--- config.mk ---
export PLATFORM = sky130hd
export DESIGN_NAME = bpr_param_regs
export DESIGN_NICKNAME = d
export VERILOG_FILES = /design/src/bpr_i2c_slave.v /design/src/bpr_param_regs.v
export VERILOG_INCLUDE_DIRS = /design/src
export SDC_FILE = /design/constraint.sdc
export NUM_CORES = 1
export LEC_CHECK = 0
export ABC_AREA = 1
export BUFFER_PORTS_ARGS = -buffer_cell sky130_fd_sc_hd__buf_2
export CAP_MARGIN = 20
export CORE_MARGIN = 2
export CORE_UTILIZATION = 45
export DETAILED_ROUTE_END_ITERATION = 16
export GPL_TIMING_DRIVEN = 0
export PLACE_DENSITY = 0.68
export SKIP_CTS_REPAIR_TIMING = 1
export SLEW_MARGIN = 15
export SYNTH_ARGS = -nofsm -noshare
export SYNTH_HDL_FRONTEND = slang
export SYNTH_SLANG_ARGS = --single-unit
--- constraint.sdc ---
create_clock -name core_clk -period 4.09 [get_ports core_clk]
set_clock_uncertainty 0.15 [all_clocks]
set_input_delay 1.227 -clock core_clk [delete_from_list [all_inputs] [get_ports core_clk]]
set_output_delay 1.227 -clock core_clk [all_outputs]
set_load 0.01 [all_outputs]
--- src/bpr_defs.vh ---
// Register map, field layout, reset values and timing counts of the bank.
// Functional notes
// - Discharge current code 2, 5, 10, 20 mA.
// - Boost peak code 300mA up to 2.5A.
// - Converter enable bit gates the converter.
// - Converter register resets to 0xc5.
// - Buck stop level is value times 48 mV.
// - Measurement starts only on start bit rising.
// - Frequency code 250k, 500k, 1M, 1.5M.
// - ESR threshold code 50 to 200 mV.
// - Load switch bit enables switch and converter.
// - Input current limit code 1.2A to 6.2A.
// - 500Hz count between levels, high byte first.
// - ESR drop above threshold sets flag bit.
`ifndef BPR_DEFS_VH
`define BPR_DEFS_VH

`define BPR_SLAVE_ADDR 7'h59
`define BPR_OFS_LSWITCH 8'h01
`define BPR_OFS_CONV 8'h02
`define BPR_OFS_BUCK 8'h03
`define BPR_OFS_UPPER 8'h04
`define BPR_OFS_LOWER 8'h05
`define BPR_OFS_FREQ 8'h06
`define BPR_OFS_RES_HI 8'h07
`define BPR_OFS_RES_LO 8'h08
`define BPR_OFS_ESR 8'h09

`define BPR_RST_LSWITCH 8'h38
`define BPR_RST_CONV 8'hc5
`define BPR_RST_BUCK 8'h37
`define BPR_RST_UPPER 8'h46
`define BPR_RST_LOWER 8'h2f
`define BPR_RST_FREQ 8'h01

`define BPR_MASK_LSWITCH 8'h39
`define BPR_MASK_CONV 8'hcf
`define BPR_MASK_FREQ 8'h2f

`define BPR_BIT_SW_ON 0
`define BPR_BIT_CONV_ON 0
`define BPR_BIT_MEAS_START 5

`define BPR_BUCK_STEP_MV 14'd48
`define BPR_LEVEL_STEP_MV 16'd150

`define BPR_CLK_NS 10
`define BPR_TICK_NS 2000000
`define BPR_TICK_CYC (`BPR_TICK_NS / `BPR_CLK_NS)
`define BPR_ESR_PULSE_NS 15000
`define BPR_ESR_CYC (`BPR_ESR_PULSE_NS / `BPR_CLK_NS)

`endif

--- src/bpr_i2c_slave.v ---
// Serial slave engine: pin filtering, addressing, pointer and byte transfer.
`timescale 1ns/100ps
`include "bpr_defs.vh"
module bpr_i2c_slave (
	input wire core_clk,
	input wire srst,
	input wire scl_in,
	input wire sda_in,
	output reg sda_oe_r,
	output reg [7:0] ptr_r,
	input wire [7:0] rd_data,
	output reg wr_r,
	output reg [7:0] wr_addr_r,
	output reg [7:0] wr_data_r
);
	localparam S_IDLE = 4'd0;
	localparam S_ADDR = 4'd1;
	localparam S_AACK = 4'd2;
	localparam S_PTR = 4'd3;
	localparam S_PACK = 4'd4;
	localparam S_WDAT = 4'd5;
	localparam S_WACK = 4'd6;
	localparam S_RDAT = 4'd7;
	localparam S_RACK = 4'd8;

	wire [1:0] pin_f;
	wire [1:0] pin_fd;
	reg [3:0] st_r;
	reg [3:0] bit_r;
	reg [7:0] sh_r;
	reg rw_r;
	wire scl_f = pin_f[1];
	wire sda_f = pin_f[0];
	wire scl_rise = scl_f & ~pin_fd[1];
	wire scl_fall = ~scl_f & pin_fd[1];
	wire start_ev = scl_f & pin_fd[1] & ~sda_f & pin_fd[0];
	wire stop_ev = scl_f & pin_fd[1] & sda_f & ~pin_fd[0];

	// Three-stage synchronisers; a level is accepted once stages two and
	// three agree, which also rejects single-cycle glitches on the bus.
	genvar g;
	generate
		for (g = 0; g < 2; g = g + 1) begin : g_sync
			reg s1_r, s2_r, s3_r, f_r, fd_r;
			always @(posedge core_clk) begin
				if (srst) begin
					s1_r <= 1'b1;
					s2_r <= 1'b1;
					s3_r <= 1'b1;
					f_r <= 1'b1;
					fd_r <= 1'b1;
				end else begin
					s1_r <= g ? scl_in : sda_in;
					s2_r <= s1_r;
					s3_r <= s2_r;
					if (s2_r == s3_r) f_r <= s3_r;
					fd_r <= f_r;
				end
			end
			assign pin_f[g] = f_r;
			assign pin_fd[g] = fd_r;
		end
	endgenerate

	// Byte engine: sample on SCL rise, change SDA only on SCL fall.
	always @(posedge core_clk) begin
		if (srst) begin
			st_r <= S_IDLE;
			bit_r <= 4'h0;
			sh_r <= 8'h00;
			rw_r <= 1'b0;
			sda_oe_r <= 1'b0;
			ptr_r <= 8'h00;
			wr_r <= 1'b0;
			wr_addr_r <= 8'h00;
			wr_data_r <= 8'h00;
		end else begin
			wr_r <= 1'b0;
			if (start_ev) begin
				st_r <= S_ADDR;
				bit_r <= 4'h0;
				sda_oe_r <= 1'b0;
			end else if (stop_ev) begin
				st_r <= S_IDLE;
				sda_oe_r <= 1'b0;
			end else if (scl_rise) begin
				case (st_r)
				S_ADDR, S_PTR, S_WDAT: begin
					sh_r <= {sh_r[6:0], sda_f};
					bit_r <= bit_r + 4'h1;
				end
				S_RACK: begin
					if (sda_f) st_r <= S_IDLE; // Master refused more data.
				end
				default: begin
				end
				endcase
			end else if (scl_fall) begin
				case (st_r)
				S_ADDR: begin
					if (bit_r == 4'h8) begin
						if (sh_r[7:1] == `BPR_SLAVE_ADDR) begin
							sda_oe_r <= 1'b1;
							rw_r <= sh_r[0];
							st_r <= S_AACK;
						end else begin
							st_r <= S_IDLE;
						end
					end
				end
				S_AACK, S_RACK: begin
					if (rw_r) begin
						sda_oe_r <= ~rd_data[7];
						sh_r <= {rd_data[6:0], 1'b0};
						bit_r <= 4'h1;
						st_r <= S_RDAT;
					end else begin
						sda_oe_r <= 1'b0;
						bit_r <= 4'h0;
						st_r <= S_PTR;
					end
				end
				S_PTR: begin
					if (bit_r == 4'h8) begin
						ptr_r <= sh_r;
						sda_oe_r <= 1'b1;
						st_r <= S_PACK;
					end
				end
				S_PACK: begin
					sda_oe_r <= 1'b0;
					bit_r <= 4'h0;
					st_r <= S_WDAT;
				end
				S_WDAT: begin
					if (bit_r == 4'h8) begin
						sda_oe_r <= 1'b1;
						st_r <= S_WACK;
					end
				end
				S_WACK: begin
					// The byte is committed as the acknowledge bit ends.
					sda_oe_r <= 1'b0;
					bit_r <= 4'h0;
					wr_r <= 1'b1;
					wr_addr_r <= ptr_r;
					wr_data_r <= sh_r;
					ptr_r <= ptr_r + 8'h01;
					st_r <= S_WDAT;
				end
				S_RDAT: begin
					if (bit_r == 4'h8) begin
						sda_oe_r <= 1'b0;
						ptr_r <= ptr_r + 8'h01;
						st_r <= S_RACK;
					end else begin
						sda_oe_r <= ~sh_r[7];
						sh_r <= {sh_r[6:0], 1'b0};
						bit_r <= bit_r + 4'h1;
					end
				end
				default: begin
					st_r <= S_IDLE;
				end
				endcase
			end
		end
	end
endmodule

--- src/bpr_param_regs.v ---
// Parameter register bank with field decoders and the measurement sequencer.
`timescale 1ns/100ps
`include "bpr_defs.vh"
module bpr_param_regs #(
	parameter TICK_CYC = `BPR_TICK_CYC
) (
	input wire core_clk,
	input wire srst,
	input wire scl_in,
	input wire sda_in,
	output reg sda_out,
	output reg sda_oe,
	input wire esr_drop_high,
	input wire str_below_upper,
	input wire str_below_lower,
	output reg switch_on,
	output reg converter_on,
	output reg [4:0] dis_current_ma,
	output reg [11:0] boost_peak_ma,
	output reg [12:0] ilim_ma,
	output reg [10:0] freq_khz,
	output reg [7:0] esr_thr_mv,
	output reg [13:0] buck_stop_mv,
	output reg [15:0] upper_level_mv,
	output reg [15:0] lower_level_mv,
	output reg esr_pulse_on,
	output reg meas_discharge_on,
	output reg meas_busy
);
	localparam M_IDLE = 2'd0;
	localparam M_ESR = 2'd1;
	localparam M_WAIT = 2'd2;
	localparam M_COUNT = 2'd3;
	// Full-width copies first, then cut on purpose to the counter widths.
	localparam [31:0] ESR_CYC_W = `BPR_ESR_CYC;
	localparam [31:0] TICK_LAST_W = TICK_CYC - 1;
	localparam [10:0] ESR_CYC = ESR_CYC_W[10:0];
	localparam [17:0] TICK_LAST = TICK_LAST_W[17:0];

	reg [7:0] load_switch_param_r;
	reg [7:0] converter_param_r;
	reg [7:0] buck_stop_level_r;
	reg [7:0] measure_upper_level_r;
	reg [7:0] measure_lower_level_r;
	reg [7:0] freq_and_esr_cfg_r;
	reg [7:0] result_hi_r;
	reg [7:0] result_lo_r;
	reg esr_fault_r;
	reg start_d_r;
	reg [1:0] mst_r;
	reg [10:0] esr_cnt_r;
	reg [17:0] tick_cnt_r;
	reg [15:0] meas_cnt_r;
	wire [2:0] ana_in = {str_below_lower, str_below_upper, esr_drop_high};
	wire [2:0] afilt;
	reg [7:0] rd_data;
	wire slave_oe;
	wire [7:0] ptr;
	wire wr;
	wire [7:0] wr_addr;
	wire [7:0] wr_data;
	wire start_edge;

	bpr_i2c_slave u_slave (
		.core_clk(core_clk),
		.srst(srst),
		.scl_in(scl_in),
		.sda_in(sda_in),
		.sda_oe_r(slave_oe),
		.ptr_r(ptr),
		.rd_data(rd_data),
		.wr_r(wr),
		.wr_addr_r(wr_addr),
		.wr_data_r(wr_data)
	);

	// Field decoders, translating codes into the analog set points.
	function [4:0] dec_dis;
		input [1:0] c;
		case (c)
		2'b00: dec_dis = 5'd2;
		2'b01: dec_dis = 5'd5;
		2'b10: dec_dis = 5'd10;
		default: dec_dis = 5'd20;
		endcase
	endfunction
	function [11:0] dec_boost;
		input [2:0] c;
		case (c)
		3'd0: dec_boost = 12'd300;
		3'd1: dec_boost = 12'd500;
		3'd2: dec_boost = 12'd600;
		3'd3: dec_boost = 12'd800;
		3'd4: dec_boost = 12'd1000;
		3'd5: dec_boost = 12'd1500;
		3'd6: dec_boost = 12'd2000;
		default: dec_boost = 12'd2500;
		endcase
	endfunction
	function [12:0] dec_ilim;
		input [2:0] c;
		case (c)
		3'd0: dec_ilim = 13'd1200;
		3'd1: dec_ilim = 13'd2000;
		3'd2: dec_ilim = 13'd2500;
		3'd3: dec_ilim = 13'd3000;
		3'd4: dec_ilim = 13'd3500;
		3'd5: dec_ilim = 13'd4000;
		3'd6: dec_ilim = 13'd4500;
		default: dec_ilim = 13'd6200;
		endcase
	endfunction
	function [10:0] dec_freq;
		input [1:0] c;
		case (c)
		2'b00: dec_freq = 11'd250;
		2'b01: dec_freq = 11'd500;
		2'b10: dec_freq = 11'd1000;
		default: dec_freq = 11'd1500;
		endcase
	endfunction

	// Analog comparator levels pass three flops, accepted when two agree.
	genvar g;
	generate
		for (g = 0; g < 3; g = g + 1) begin : g_async
			reg a1_r, a2_r, a3_r, af_r;
			always @(posedge core_clk) begin
				if (srst) begin
					a1_r <= 1'b0;
					a2_r <= 1'b0;
					a3_r <= 1'b0;
					af_r <= 1'b0;
				end else begin
					a1_r <= ana_in[g];
					a2_r <= a1_r;
					a3_r <= a2_r;
					if (a2_r == a3_r) af_r <= a3_r;
				end
			end
			assign afilt[g] = af_r;
		end
	endgenerate

	// Read mux; unmapped offsets and reserved bits return zero.
	always @* begin
		case (ptr)
		`BPR_OFS_LSWITCH: rd_data = load_switch_param_r;
		`BPR_OFS_CONV: rd_data = converter_param_r;
		`BPR_OFS_BUCK: rd_data = buck_stop_level_r;
		`BPR_OFS_UPPER: rd_data = measure_upper_level_r;
		`BPR_OFS_LOWER: rd_data = measure_lower_level_r;
		`BPR_OFS_FREQ: rd_data = freq_and_esr_cfg_r;
		`BPR_OFS_RES_HI: rd_data = result_hi_r;
		`BPR_OFS_RES_LO: rd_data = result_lo_r;
		`BPR_OFS_ESR: rd_data = {7'h00, esr_fault_r};
		default: rd_data = 8'h00;
		endcase
	end

	// Writable registers; masks drop reserved bits so they stay zero.
	always @(posedge core_clk) begin
		if (srst) begin
			load_switch_param_r <= `BPR_RST_LSWITCH;
			converter_param_r <= `BPR_RST_CONV;
			buck_stop_level_r <= `BPR_RST_BUCK;
			measure_upper_level_r <= `BPR_RST_UPPER;
			measure_lower_level_r <= `BPR_RST_LOWER;
			freq_and_esr_cfg_r <= `BPR_RST_FREQ;
		end else if (wr) begin
			case (wr_addr)
			`BPR_OFS_LSWITCH:
				load_switch_param_r <= wr_data & `BPR_MASK_LSWITCH;
			`BPR_OFS_CONV:
				converter_param_r <= wr_data & `BPR_MASK_CONV;
			`BPR_OFS_BUCK: buck_stop_level_r <= wr_data;
			`BPR_OFS_UPPER: measure_upper_level_r <= wr_data;
			`BPR_OFS_LOWER: measure_lower_level_r <= wr_data;
			`BPR_OFS_FREQ:
				freq_and_esr_cfg_r <= wr_data & `BPR_MASK_FREQ;
			default: begin
			end
			endcase
		end
	end

	// Only a fresh 0-to-1 of the start bit launches a measurement.
	assign start_edge = freq_and_esr_cfg_r[`BPR_BIT_MEAS_START] & ~start_d_r;

	// Measurement sequencer: ESR pulse, wait for upper level, then count
	// 500Hz ticks until the lower level. Starts while busy are ignored,
	// and the counter saturates rather than wrapping on a stalled cell.
	always @(posedge core_clk) begin
		if (srst) begin
			start_d_r <= 1'b0;
			mst_r <= M_IDLE;
			esr_cnt_r <= 11'h000;
			tick_cnt_r <= 18'h00000;
			meas_cnt_r <= 16'h0000;
			result_hi_r <= 8'h00;
			result_lo_r <= 8'h00;
			esr_fault_r <= 1'b0;
		end else begin
			start_d_r <= freq_and_esr_cfg_r[`BPR_BIT_MEAS_START];
			case (mst_r)
			M_IDLE: begin
				if (start_edge) begin
					esr_fault_r <= 1'b0;
					esr_cnt_r <= 11'h000;
					mst_r <= M_ESR;
				end
			end
			M_ESR: begin
				if (esr_cnt_r == ESR_CYC - 11'h001) begin
					// Drop above threshold flags the cell as worn.
					if (afilt[0]) esr_fault_r <= 1'b1;
					mst_r <= M_WAIT;
				end else begin
					esr_cnt_r <= esr_cnt_r + 11'h001;
				end
			end
			M_WAIT: begin
				tick_cnt_r <= 18'h00000;
				meas_cnt_r <= 16'h0000;
				if (afilt[1]) mst_r <= M_COUNT;
			end
			M_COUNT: begin
				if (afilt[2]) begin
					result_hi_r <= meas_cnt_r[15:8];
					result_lo_r <= meas_cnt_r[7:0];
					mst_r <= M_IDLE;
				end else if (tick_cnt_r == TICK_LAST) begin
					tick_cnt_r <= 18'h00000;
					if (meas_cnt_r != 16'hffff)
						meas_cnt_r <= meas_cnt_r + 16'h0001;
				end else begin
					tick_cnt_r <= tick_cnt_r + 18'h00001;
				end
			end
			default: mst_r <= M_IDLE;
			endcase
		end
	end

	// Registered analog controls, updated the cycle after each write.
	always @(posedge core_clk) begin
		if (srst) begin
			sda_out <= 1'b0;
			sda_oe <= 1'b0;
			switch_on <= 1'b0;
			converter_on <= 1'b0;
			dis_current_ma <= 5'd0;
			boost_peak_ma <= 12'd0;
			ilim_ma <= 13'd0;
			freq_khz <= 11'd0;
			esr_thr_mv <= 8'd0;
			buck_stop_mv <= 14'd0;
			upper_level_mv <= 16'd0;
			lower_level_mv <= 16'd0;
			esr_pulse_on <= 1'b0;
			meas_discharge_on <= 1'b0;
			meas_busy <= 1'b0;
		end else begin
			sda_out <= 1'b0; // Open drain: only ever pulls low.
			sda_oe <= slave_oe;
			switch_on <= load_switch_param_r[`BPR_BIT_SW_ON];
			converter_on <= load_switch_param_r[`BPR_BIT_SW_ON] &
				converter_param_r[`BPR_BIT_CONV_ON];
			dis_current_ma <= dec_dis(converter_param_r[7:6]);
			boost_peak_ma <= dec_boost(converter_param_r[3:1]);
			ilim_ma <= dec_ilim(load_switch_param_r[5:3]);
			freq_khz <= dec_freq(freq_and_esr_cfg_r[1:0]);
			// Threshold steps of 50 mV per code, starting at 50.
			esr_thr_mv <= {1'b0, freq_and_esr_cfg_r[3:2], 5'h00} +
				{2'b00, freq_and_esr_cfg_r[3:2], 4'h0} +
				{5'h00, freq_and_esr_cfg_r[3:2], 1'b0} + 8'd50;
			buck_stop_mv <= `BPR_BUCK_STEP_MV *
				{6'h00, buck_stop_level_r};
			upper_level_mv <= `BPR_LEVEL_STEP_MV *
				{8'h00, measure_upper_level_r};
			lower_level_mv <= `BPR_LEVEL_STEP_MV *
				{8'h00, measure_lower_level_r};
			esr_pulse_on <= (mst_r == M_ESR);
			meas_discharge_on <= (mst_r == M_WAIT) | (mst_r == M_COUNT);
			meas_busy <= (mst_r != M_IDLE);
		end
	end
endmodule

; ---- After elaboration in Yosys (flattened, before gate mapping)
; Cells that the tools add are included.
[word_totals]
register_bits = 270
latch_bits = 0
ram_bits = 0
mem_bits_ro = 0
input_bits = 7
out_inout_bits = 102
memories = 0
[op_classes]
add_sub_neg = 8
multipliers = 3
div_mod_pow = 0
n_lt_le_gt_ge = 0
n_eq_ne = 81
n_shift = 0
mux = 59
n_bitwise = 21
n_reduce_logical = 41
[op_table]
columns = op, n
row1 = $pmux W13 S7, 1
row2 = $pmux W12 S7, 1
row3 = $pmux W8 S9, 1
row4 = $eq A8 B3 Y1 const B, 7
row5 = $mux W8, 7
row6 = $mux W16, 3
row7 = $mux W4, 12
row8 = $mux W18, 2
row9 = $pmux W18 S2, 1
row10 = $reduce_and A7 Y1, 5
row11 = $pmux W11 S3, 1
row12 = $eq A8 B2 Y1 const B, 4
row13 = $pmux W16 S2, 1
row14 = $mul A7 B8 Y15 const A, 2
row15 = $ne A2 B2 Y1 const B, 12
row16 = $pmux W4 S6, 1
row17 = $pmux W8 S3, 1
row18 = $mux W11, 2
row19 = $pmux W11 S2, 1
row20 = $ne A5 B1 Y1 const B, 4
row21 = $add A18 B1 Y18 const B, 1
row22 = $eq A18 B18 Y1 const B, 1
row23 = $eq A3 B3 Y1 const B, 6
row24 = $add A16 B1 Y16 const B, 1
row25 = 51 further kinds, 135

; ---- Logic depth before layout (Yosys ltp)
; Gate-level depths: netlist of the first run.
[depth]
word_depth = 8
ltp_mapped = 15
ltp_nobuf = 15

; ---- Modules after synthesis
; Synthesis of the first run repeated with hierarchy kept, for this count alone.
[unflattened]
hier_cells = 1802
area_unflattened_um2 = 13145.1
[by_module_without_submodules]
columns = module, instances, cells_per_inst, area_per_inst_um2, seq_area_each_um2
row1 = bpr_param_regs, 1, 1394, 10453.8, 4063.9
row2 = bpr_i2c_slave, 1, 408, 2691.3, 1061.0

; ---- Least setup slack after synthesis of the first run
; No wires, ideal clock.
[synth_timing]
path_kind = reg2reg
start = register measure_upper_level_r[6]
end = register upper_level_mv[11]
t_arrival_ns = 3.050
setup_slack_ns = 0.776
stages_incl_launch_ff = 13
path_cell_list = dfxtp_1 > ha_1 > ha_1 > inv_1 > fa_1 > inv_1 > fa_1 > ha_1 > a21oi_1 > a21boi_0 > o21ai_0 > nor2_1 > nor2_1
[synth_via]
elab_chain_cells = 1
[synth_rtl]
columns = item, line
row1 = start: declaration, bpr_param_regs.v:43  ; reg [7:0] measure_upper_level_r;
row2 = start signal: assignment, bpr_param_regs.v:167  ; measure_upper_level_r <= `BPR_RST_UPPER;
row3 = start signal: assignment, bpr_param_regs.v:177  ; `BPR_OFS_UPPER: measure_upper_level_r <= wr_data;
row4 = $mul A7 B8 Y15 (no line), -
row5 = end signal: assignment, bpr_param_regs.v:279  ; upper_level_mv <= `BPR_LEVEL_STEP_MV *
row6 = end: declaration, bpr_param_regs.v:24  ; output reg [15:0] upper_level_mv,
; Every way passes these cells.
; A chain may end at the register's enable or synchronous reset.

; ---- Worst setup path after layout of the first run
; Same ends and word-level chain as after synthesis.

==> impl_results.md, run 1 <==
* Worst vdd ir at 0.300 mV
* Final Routed Wirelength at 34,200 um
* Share of the synthesized area in the top cell type at 38.4%
* Leak at 6.93 nW
* Crit path max fanout at 6
* Final instance area at 15,300 um2
* DR WL/cell at 14.6 um
* Port Buffers at 95
* I/O pin cnt at 109
* YS warnings at 0
* TNS Setup at 0 ps
* Largest area contributor in the netlist: dfxtp_1
* Final net count at 2,062
* Gr usage total at 22.0%
* Slew Limit Fails at 0
* Final hold violations at 0
* Rel. slew slack at 37.6%
* Critical Path Source: measure_upper_level_r[6]
* Detailed-route via count at 12.0k
* Clk sinks at 256
* Final setup vio count at 0
* Post-route setup slack at 343 ps
* Largest net degree at the start of global routing at 14
* DIE WIDTH at 176 um
* Adder-cell share of the synthesized area at 12.0%
* Largest family of logic cells by synthesized area: simple AND/OR/NAND/NOR gates
* Hold/Removal Path Class: reg2reg
* Seq/Total Area, Yosys at 38.4%
* Htree depth at 1
* Capture point of the worst path: upper_level_mv[11]
* DRC at 0
* Fillcell total at 2,811
* Maximum buffer depth of the clock tree at 3
* Xor/xnor share of the synthesized area at 1.77%
* CP required at 4420 ps
* FMAX at 267 MHz
* Worst-margin pin slew at 936 ps
* Flop2flop setup slack at 340 ps
* Clock-pin slew on the worst setup and hold paths at 60 ps
* Status: completed
* Mapped Avg Cell Area at 7.42 um2
* Total Power at 5.21 mW
* Crit path kind: reg2reg
* Slowest cell on crit path: fa_1
* Clk_lat worst skew at 550 ps
* Mapped cell area at 13,300 um2
* Vias per Instance at 5.12
* RR Startpoint: measure_upper_level_r[6]
* Post-synthesis compound-gate area fraction at 13.2%
* Num CTS Buffers at 28
* Critical-path cell list: ha_1, ha_1, inv_1, fa_1, inv_1, fa_1, ha_1, a21oi_1, a21boi_0, o21ai_0, nand2_1, nand2_1, nor2_1
* ANT cells at 0
* DP Area at 14,400 um2
* ANT nets after route at 0
* Post-synthesis cell type count at 48
* Critical register-to-register path endpoint: upper_level_mv[11]
* Synth Area in Simple Gates at 26.0%
* Fraction of layout cells with a size suffix above 1 at 12.8%
* Rows at 63
* Vias in the first global route at 11.1k
* RSZ-0062 raised after global routing: false
* FF+latch count, synth at 256
* FF-to-FF path depth at 13
* DP Wirelength at 25,800 um
* Initial DRC count at 885
* Grt ovf at 0
* Mux contribution to synthesized area at 0%
* Final RePlAce weighted congestion at 0.948
* CTS tree: built
* Max_cap viols at 0
* DR pass1 iterations at 6
* Initial antenna violation count at 0
* Top cells by area, synth: dfxtp_1, nand2_1, ha_1
* Syn Inst Count at 1,799
* Worst stage delay on the critical path at 530 ps
* Final period utilization at 91.6%
* Worst setup SP type: register
* Clock root buffer: clkbuf_16
* Height of the die at 176 um
* Area grow syn2layout at 14.5%
* Core area at 29,400 um2
* Critical Path AT at 4080 ps
* Pre-CTS setup slack at 364 ps
* Tightest hold margin at 251 ps
* Starting Density at 45.4%
* Critical path capture point type: register
* Power density over the cells at 341 nW/um2
* Die area at 31,000 um2
* CP dominant cell by count: ha_1
* Min Tclk post-route at 3750 ps
* First-pass GRT wire length at 55,500 um
[routing by layer]
layer,part of all wire (%),vias up,global-route usage [%]
li1,-,6121,-
met3,7.5,76,3.49
met5,0,-,0
met2,44,430,35.5
met1,45,5384,29.6
met4,3.5,0,8.16
[state kept, by name (all words and copies together) (netlist names), 6 cells and up]
| signal | cells |
|---|---|
| esr_cnt_r | 11 |
| measure_lower_level_r | 8 |
| meas_cnt_r | 16 |
| upper_level_mv | 15 |
| buck_stop_mv | 10 |
| result_lo_r | 8 |
| measure_upper_level_r | 8 |
| tick_cnt_r | 18 |
| u_slave.ptr_r | 8 |
| u_slave.wr_addr_r | 8 |
| result_hi_r | 8 |
| esr_thr_mv | 6 |
| freq_khz | 9 |
| boost_peak_ma | 10 |
| lower_level_mv | 15 |
| converter_param_r | 6 |
| u_slave.sh_r | 8 |
| buck_stop_level_r | 8 |
| u_slave.wr_data_r | 8 |
| ilim_ma | 11 |
[cells in the final DEF (no fill, tap or decap), types with 23 or more instances in the layout]
| master | Yosys | routed |
|---|---|---|
| dfxtp_1 | 256 | 256 |
| clkbuf_16 | 0 | 29 |
| nand2_2 | 24 | 24 |
| ha_1 | 104 | 104 |
| o211ai_1 | 23 | 23 |
| inv_1 | 198 | 198 |
| o21ai_0 | 108 | 108 |
| nor3_1 | 35 | 35 |
| clkbuf_1 | 31 | 32 |
| nand2_1 | 354 | 354 |
| buf_2 | 9 | 104 |
| nand4_1 | 32 | 32 |
| a21oi_1 | 141 | 141 |
| nand3_1 | 83 | 83 |
| nor2_1 | 239 | 239 |
[how the worst min path moves through the flow]
| stage | from | endpoint | slack (ps) | depth (start not counted) |
|---|---|---|---|---|
| floorplan | g_async[0].a1_r | g_async[0].a2_r | 240 | 2 |
| global placement | g_async[0].a1_r | g_async[0].a2_r | 240 | 2 |
| detailed placement | g_async[0].a1_r | g_async[0].a2_r | 250 | 2 |
| CTS | g_async[0].a1_r | g_async[0].a2_r | 260 | 2 |
| global route | g_async[1].a1_r | g_async[1].a2_r | 280 | 2 |
| finish | g_async[0].a1_r | g_async[0].a2_r | 250 | 2 |
[per-stage QoR]
| stage | instances | util (%) |
|---|---|---|
| floorplan | 1811 | - |
| global placement | 2296 | 48.8 |
| detailed placement | 2296 | 48.8 |
| CTS | 2344 | 52.0 |
| global route | 2344 | 52.0 |
| finish | 2344 | 52.0 |
[critical path, delay by kind of cell, from the launching register on]
kind / cells / cell delay, ps
fa+ha+maj: 5 / 1910
compound gates: 3 / 770
flops: 1 / 500
simple gates: 3 / 240
buf+inv: 2 / 100
[synthesized netlist by cell type (all sizes together)]
master,count
conb,1
buf,34
nand2,380
a21boi,2
nand4,32
a31oi,3
o21a,2
a41oi,1
nand3,85
clkinv,2
o21ai,111
ha,104
dfxtp,256
clkbuf,31
nor3,37
o31ai,1
xnor2,6
nand3b,2
o2111ai,2
nor3b,3
nor2,255
a21o,3
a21oi,151
inv,208
fa,15
nor4,2
or2,9
a211oi,12
o22ai,1
xor2,21
o211ai,23
o21bai,4
[logic make-up (layout without fill, tap and decap cells)]
logic type      count (synthesis)  after routing
simple gates                  805            805
compound gates                316            316
buf+inv                       275            418
flops                         256            256
fa+ha+maj                     119            119
xor+xnor                       27             27
other cells                     1             13
[area by class of cell]
class / count / area (um2) / share of cell area, %
multi-input cells: 1280 / 7120 / 46.6
flip-flops and latches: 256 / 5120 / 33.5
inverters: 210 / 788 / 5.16
clock buffers: 32 / 757 / 4.95
well taps: 390 / 488 / 3.19
repair buffers: 95 / 475 / 3.11
plain buffers: 65 / 353 / 2.31
clock inverters: 16 / 170 / 1.11
[report_power, final]
part | leakage [nW] | switching, mW | internal, mW
Clock | 0.456 | 1.03 | 1.51
Sequential | 2.08 | 0.00659 | 2.52
Combinational | 4.40 | 0.102 | 0.0447
Total | 6.93 | 1.14 | 4.07
(Power assumes the default switching activity.)
==> inputs of run 2 (changes only) <==
--- a/config.mk
+++ b/config.mk
@@ -9,11 +9,11 @@
 export ABC_AREA = 1
 export BUFFER_PORTS_ARGS = -buffer_cell sky130_fd_sc_hd__buf_2
 export CAP_MARGIN = 20
-export CORE_MARGIN = 2
 export CORE_UTILIZATION = 45
 export DETAILED_ROUTE_END_ITERATION = 16
-export GPL_TIMING_DRIVEN = 0
+export GPL_TIMING_DRIVEN = 1
 export PLACE_DENSITY = 0.68
+export RECOVER_POWER = 50
 export SKIP_CTS_REPAIR_TIMING = 1
 export SLEW_MARGIN = 15
 export SYNTH_ARGS = -nofsm -noshare
==> run 2 against run 1 <==
Clock power grew 4%. Routed wire length shrank 11%. Combinational power shrank 23%. Global-route usage shrank 2.1 points. Total power grew 1.3%. Fmax grew 2.5%. The run now ends with max-capacitance violations, max-slew violations left. Non-clock buffer count shrank 61. Largest cell class unchanged.
==> impl_results.md, run 2 (synthesis results as in run 1) <==
* Slew Limit Fails at 143
* Switching pwr at 1.10 mW
* Worst setup SP type: register
* Clk_lat worst skew at 550 ps
* CP required at 4420 ps
* ANT cells at 0
* Vias per Instance at 5.09
* Rows at 62
* FF-to-FF path depth at 13
* Largest net degree at the start of global routing at 104
* Die area at 30,300 um2
* Min Tclk post-route at 3660 ps
* Rel. slew slack at -51.6%
* Initial antenna violation count at 0
* RSZ-0062 raised after global routing: false
* Final setup vio count at 0
* Height of the die at 174 um
* Cells after DPL at 2,229
* Core area at 28,900 um2
* Critical Path AT at 3990 ps
* Commonest non-fill, non-tap cells in the layout: nand2_1, dfxtp_1, nor2_1, inv_1, a21oi_1
* Fillcell total at 2,809
* Htree depth at 1
* Clk network pwr share at 50.0%
* Status: finished with violations
* Fin cells at 2,278
* Final Routed Wirelength at 30,400 um
* DR pass1 iterations at 5
* Power density over the cells at 352 nW/um2
* Delay-heaviest family, CP: adder cells
* Final hold violations at 0
* Crit path kind: reg2reg
* Clk sinks at 256
* Maximum buffer depth of the clock tree at 3
* DIE WIDTH at 174 um
* Worst-margin pin slew at 2270 ps
* Clock root buffer: clkbuf_16
* Hold Crit Depth at 2
* Final RePlAce weighted congestion at 0.894
* Vias in the first global route at 10.5k
* Hold/Removal Path Class: reg2reg
* Int Power at 4.18 mW
* Detailed-route via count at 11.6k
* DRC at 0
* Area grow syn2layout at 12.3%
* Logic pwr share at 2.1%
* Max_cap viols at 2
* Fraction of layout cells with a size suffix above 1 at 11.6%
* Bufs and invs on worst path at 2
* Commonest non-fill, non-tap cell in the layout: nand2_1
* DP Wirelength at 22,000 um
* Final period utilization at 89.4%
* Clock-pin slew on the worst setup and hold paths at 60 ps
* Slowest cell on crit path: fa_1
* TNS Setup at 0 ps
* Final net count at 2,001
* Port Buffers at 95
* I/O pin cnt at 109
* Critical-path cell list: ha_1, ha_1, inv_1, fa_1, inv_1, fa_1, ha_1, a21oi_1, a21boi_0, o21ai_0, nand2_1, nand2_1, nor2_1
* First-pass GRT wire length at 50,700 um
* DR WL/cell at 13.3 um
* Initial DRC count at 978
* Worst stage delay on the critical path at 520 ps
* CP dominant cell by count: ha_1
* Crit path max fanout at 6
* CTS tree: built
* Total Power at 5.27 mW
* Grt ovf at 0
* Failing checks: max-capacitance violations, max-slew violations
* Worst vdd ir at 0.364 mV
* Tightest hold margin at 249 ps
* Largest Register: tick_cnt_r
* ANT nets after route at 0
* Sequential power share at 47.9%
* Crit. path cell count at 13
* Gr usage total at 19.9%
* Critical path capture point type: register
* Starting Density at 46.1%
* Leak at 6.76 nW
* Max reg flops at 18
* Num CTS Buffers at 28
* FMAX at 273 MHz
* Switching Share at 20.8%
* Largest regs: tick_cnt_r x18, meas_cnt_r x16
run 2: cell types whose count changed in the layout (fill, tap and decap cells not counted), moves of 3 or more:
| cell | previous run | this run |
|---|---|---|
| buf_4 | 19 | 1 |
| clkinv_2 | 8 | 4 |
| clkbuf_1 | 32 | 6 |
| buf_2 | 104 | 93 |
| clkbuf_8 | 2 | 7 |
| buf_1 | 3 | 0 |
run 2: power groups by stage:
stage                     clock network (mW)  registers [mW]  logic, mW
final                                   2.64            2.52      0.112
after global routing                    2.81            2.52      0.127
after CTS                               2.70            2.52      0.117
after detailed placement                   0            2.58      0.117
after global placement                     0            2.58      0.115
after floorplan                            0            2.59     0.0760
run 2: area by class of cell:
cell class	count	area, um2	area share [%]
inverter	210	790	5.27
timing repair buffer	99	494	3.30
tap	384	480	3.21
clock inverter	11	171	1.14
sequential	256	5120	34.2
multi-input combinational	1280	7120	47.5
clock buffer	38	808	5.39
run 2: path summary, 6_finish.rpt:
kind	start	endpoint	slack (ps)
setup / recovery	measure_upper_level_r[6]	upper_level_mv[11]	430
setup reg to reg	measure_upper_level_r[6]	upper_level_mv[11]	430
hold reg to reg	g_async[0].a1_r	g_async[0].a2_r	250
hold / removal	g_async[0].a1_r	g_async[0].a2_r	250
run 2: through the flow:
stage	instance area, um2	setup slack [ps]	util, %
detailed placement	14000	520	48.6
floorplan	13400	776	-
global route	15000	84.8	51.8
CTS	15000	492	51.9
finish	15000	433	51.8
global placement	14000	577	48.6
run 2: layer usage:
metal	wire length, um	vias to the layer above	GRT usage (%)
met2	14100	267	33.1
met3	1600	41	2.95
li1	-	5987	-
met1	14200	5291	27.0
met4	494	0	4.42
met5	0	-	0
run 2: worst reg2reg max path: stages (launching register included):
cell and delay [ps]:
dfxtp_1 460, ha_1 290, ha_1 280, inv_1 60, fa_1 520, inv_1 50, fa_1 450, ha_1 350
a21oi_1 250, a21boi_0 310, o21ai_0 160, nand2_1 80, nand2_1 50, nor2_1 120
==> inputs of run 3 (changes only) <==
--- a/config.mk
+++ b/config.mk
@@ -12,7 +12,6 @@
 export CORE_UTILIZATION = 45
 export DETAILED_ROUTE_END_ITERATION = 16
 export GPL_TIMING_DRIVEN = 1
-export PLACE_DENSITY = 0.68
 export RECOVER_POWER = 50
 export SKIP_CTS_REPAIR_TIMING = 1
 export SLEW_MARGIN = 15
==> run 3 against run 2 <==
The run still ends with max-capacitance violations, max-slew violations left. Register-to-register slack barely moved. Final cell count rose by 0.26%. Largest power group unchanged. Routed wire length rose by 3.5%. Die area did not move. Critical endpoint unchanged. Combinational power barely moved.
==> impl_results.md, run 3 (synthesis results as in run 1) <==
* Total Power at 5.35 mW
* Commonest non-fill, non-tap cells in the layout: nand2_1, dfxtp_1, nor2_1, inv_1, a21oi_1
* Seq. cell area at 5120 um2
* Clk network pwr share at 50.7%
* Status: finished with violations
* DR WL/cell at 13.8 um
* Min Tclk post-route at 3670 ps
* TNS Setup at 0 ps
* Int Power at 4.19 mW
* Port Buffers at 95
* Power density over the cells at 356 nW/um2
* DR pass1 iterations at 8
* FMAX at 273 MHz
* Grt ovf at 0
* Post-route setup slack at 421 ps
* Maximum buffer depth of the clock tree at 3
* Gr usage total at 20.6%
* Commonest non-fill, non-tap cell in the layout: nand2_1
* Rel. slew slack at -52.8%
* Final Routed Wirelength at 31,400 um
* Clock root buffer: clkbuf_16
* I/O pin cnt at 109
* DP Area at 14,100 um2
* Critical path capture point type: register
* Clk sinks at 256
* Crit path kind: reg2reg
* Worst-margin pin slew at 2290 ps
* Initial antenna violation count at 0
* DP Wirelength at 23,000 um
* Htree depth at 1
* Largest net degree at the start of global routing at 104
* Switching pwr at 1.17 mW
* Worst vdd ir at 0.299 mV
* RSZ-0062 raised after global routing: false
* Crit path max fanout at 6
* ANT cells at 0
* Final net count at 2,003
* Max_cap viols at 1
* Height of the die at 174 um
* Final hold violations at 0
* Clk_lat worst skew at 570 ps
* Area grow syn2layout at 12.6%
* Core area at 28,900 um2
* Max reg flops at 18
* Multi-input gate area at 7120 um2
* Slew Limit Fails at 104
* Num CTS Buffers at 29
* Initial DRC count at 799
* Failing checks: max-capacitance violations, max-slew violations
* Worst setup SP type: register
* Vias per Instance at 5.06
* Detailed-route via count at 11.6k
* Hold/Removal Path Class: reg2reg
* Die area at 30,300 um2
* Final period utilization at 89.7%
* Final setup vio count at 0
* First-pass GRT wire length at 52,000 um
* Final core occ at 51.9%
* Switching Share at 21.8%
* CTS tree: built
* Largest Register: tick_cnt_r
* Fraction of layout cells with a size suffix above 1 at 11.5%
* ANT nets after route at 0
* Rows at 62
* Logic pwr share at 2.1%
* Starting Density at 46.1%
* Pre-CTS setup slack at 477 ps
* Final instance area at 15,000 um2
* Final RePlAce weighted congestion at 0.926
* DRC at 0
* DIE WIDTH at 174 um
* Sequential power share at 47.2%
* Leak at 6.76 nW
* CP required at 4430 ps
* Vias in the first global route at 10.2k
* Clock-pin slew on the worst setup and hold paths at 60 ps
* Largest regs: tick_cnt_r x18, meas_cnt_r x16
* Critical Path AT at 4010 ps
* Fillcell total at 2,840
==> run 3: final timing paths <==
kind / depth (start not counted) / start / end / slack, ps
max: 13 / measure_upper_level_r[6] / upper_level_mv[11] / 420
min: 2 / g_async[2].a1_r / g_async[2].a2_r / 250
max reg2reg: 13 / measure_upper_level_r[6] / upper_level_mv[11] / 420
min reg2reg: 2 / g_async[2].a1_r / g_async[2].a2_r / 250
==> run 3: critical path, cell delays in order, from the launching register on <==
cell      delay [ps]
dfxtp_1          470
ha_1             290
ha_1             270
inv_1             50
fa_1             520
inv_1             50
fa_1             450
ha_1             360
a21oi_1          270
a21boi_0         320
o21ai_0          160
nand2_1           80
nand2_1           50
nor2_1           120
==> run 3: layer usage <==
layer	global-route usage, %	part of all wire (%)
met1	29.7	49
met2	32.2	44
met3	3.08	5.5
met4	4.39	1.6
met5	0	0
==> run 3: layout make-up <==
type                            instances  area share, %
Clock buffer                           36           5.27
Clock inverter                         18           1.50
Inverter                              210           5.26
Multi-Input combinational cell       1280           47.4
Sequential cell                       256           34.1
Tap cell                              384           3.20
Timing Repair Buffer                  100           3.27
==> run 3: power by group through the flow <==
stage | sequential, mW | combinational (mW) | clock, mW
floorplan | 2.59 | 0.0760 | 0
global placement | 2.58 | 0.117 | 0
detailed placement | 2.58 | 0.118 | 0
CTS | 2.52 | 0.118 | 2.78
global route | 2.53 | 0.128 | 2.90
finish | 2.52 | 0.113 | 2.72
==> run 3: per-stage QoR <==
| step | hold slack (ps) | std cells |
|---|---|---|
| after floorplan | 238 | 1811 |
| after global placement | 240 | 2230 |
| after detailed placement | 247 | 2230 |
| after CTS | 253 | 2284 |
| after global routing | 266 | 2284 |
| final | 250 | 2284 |
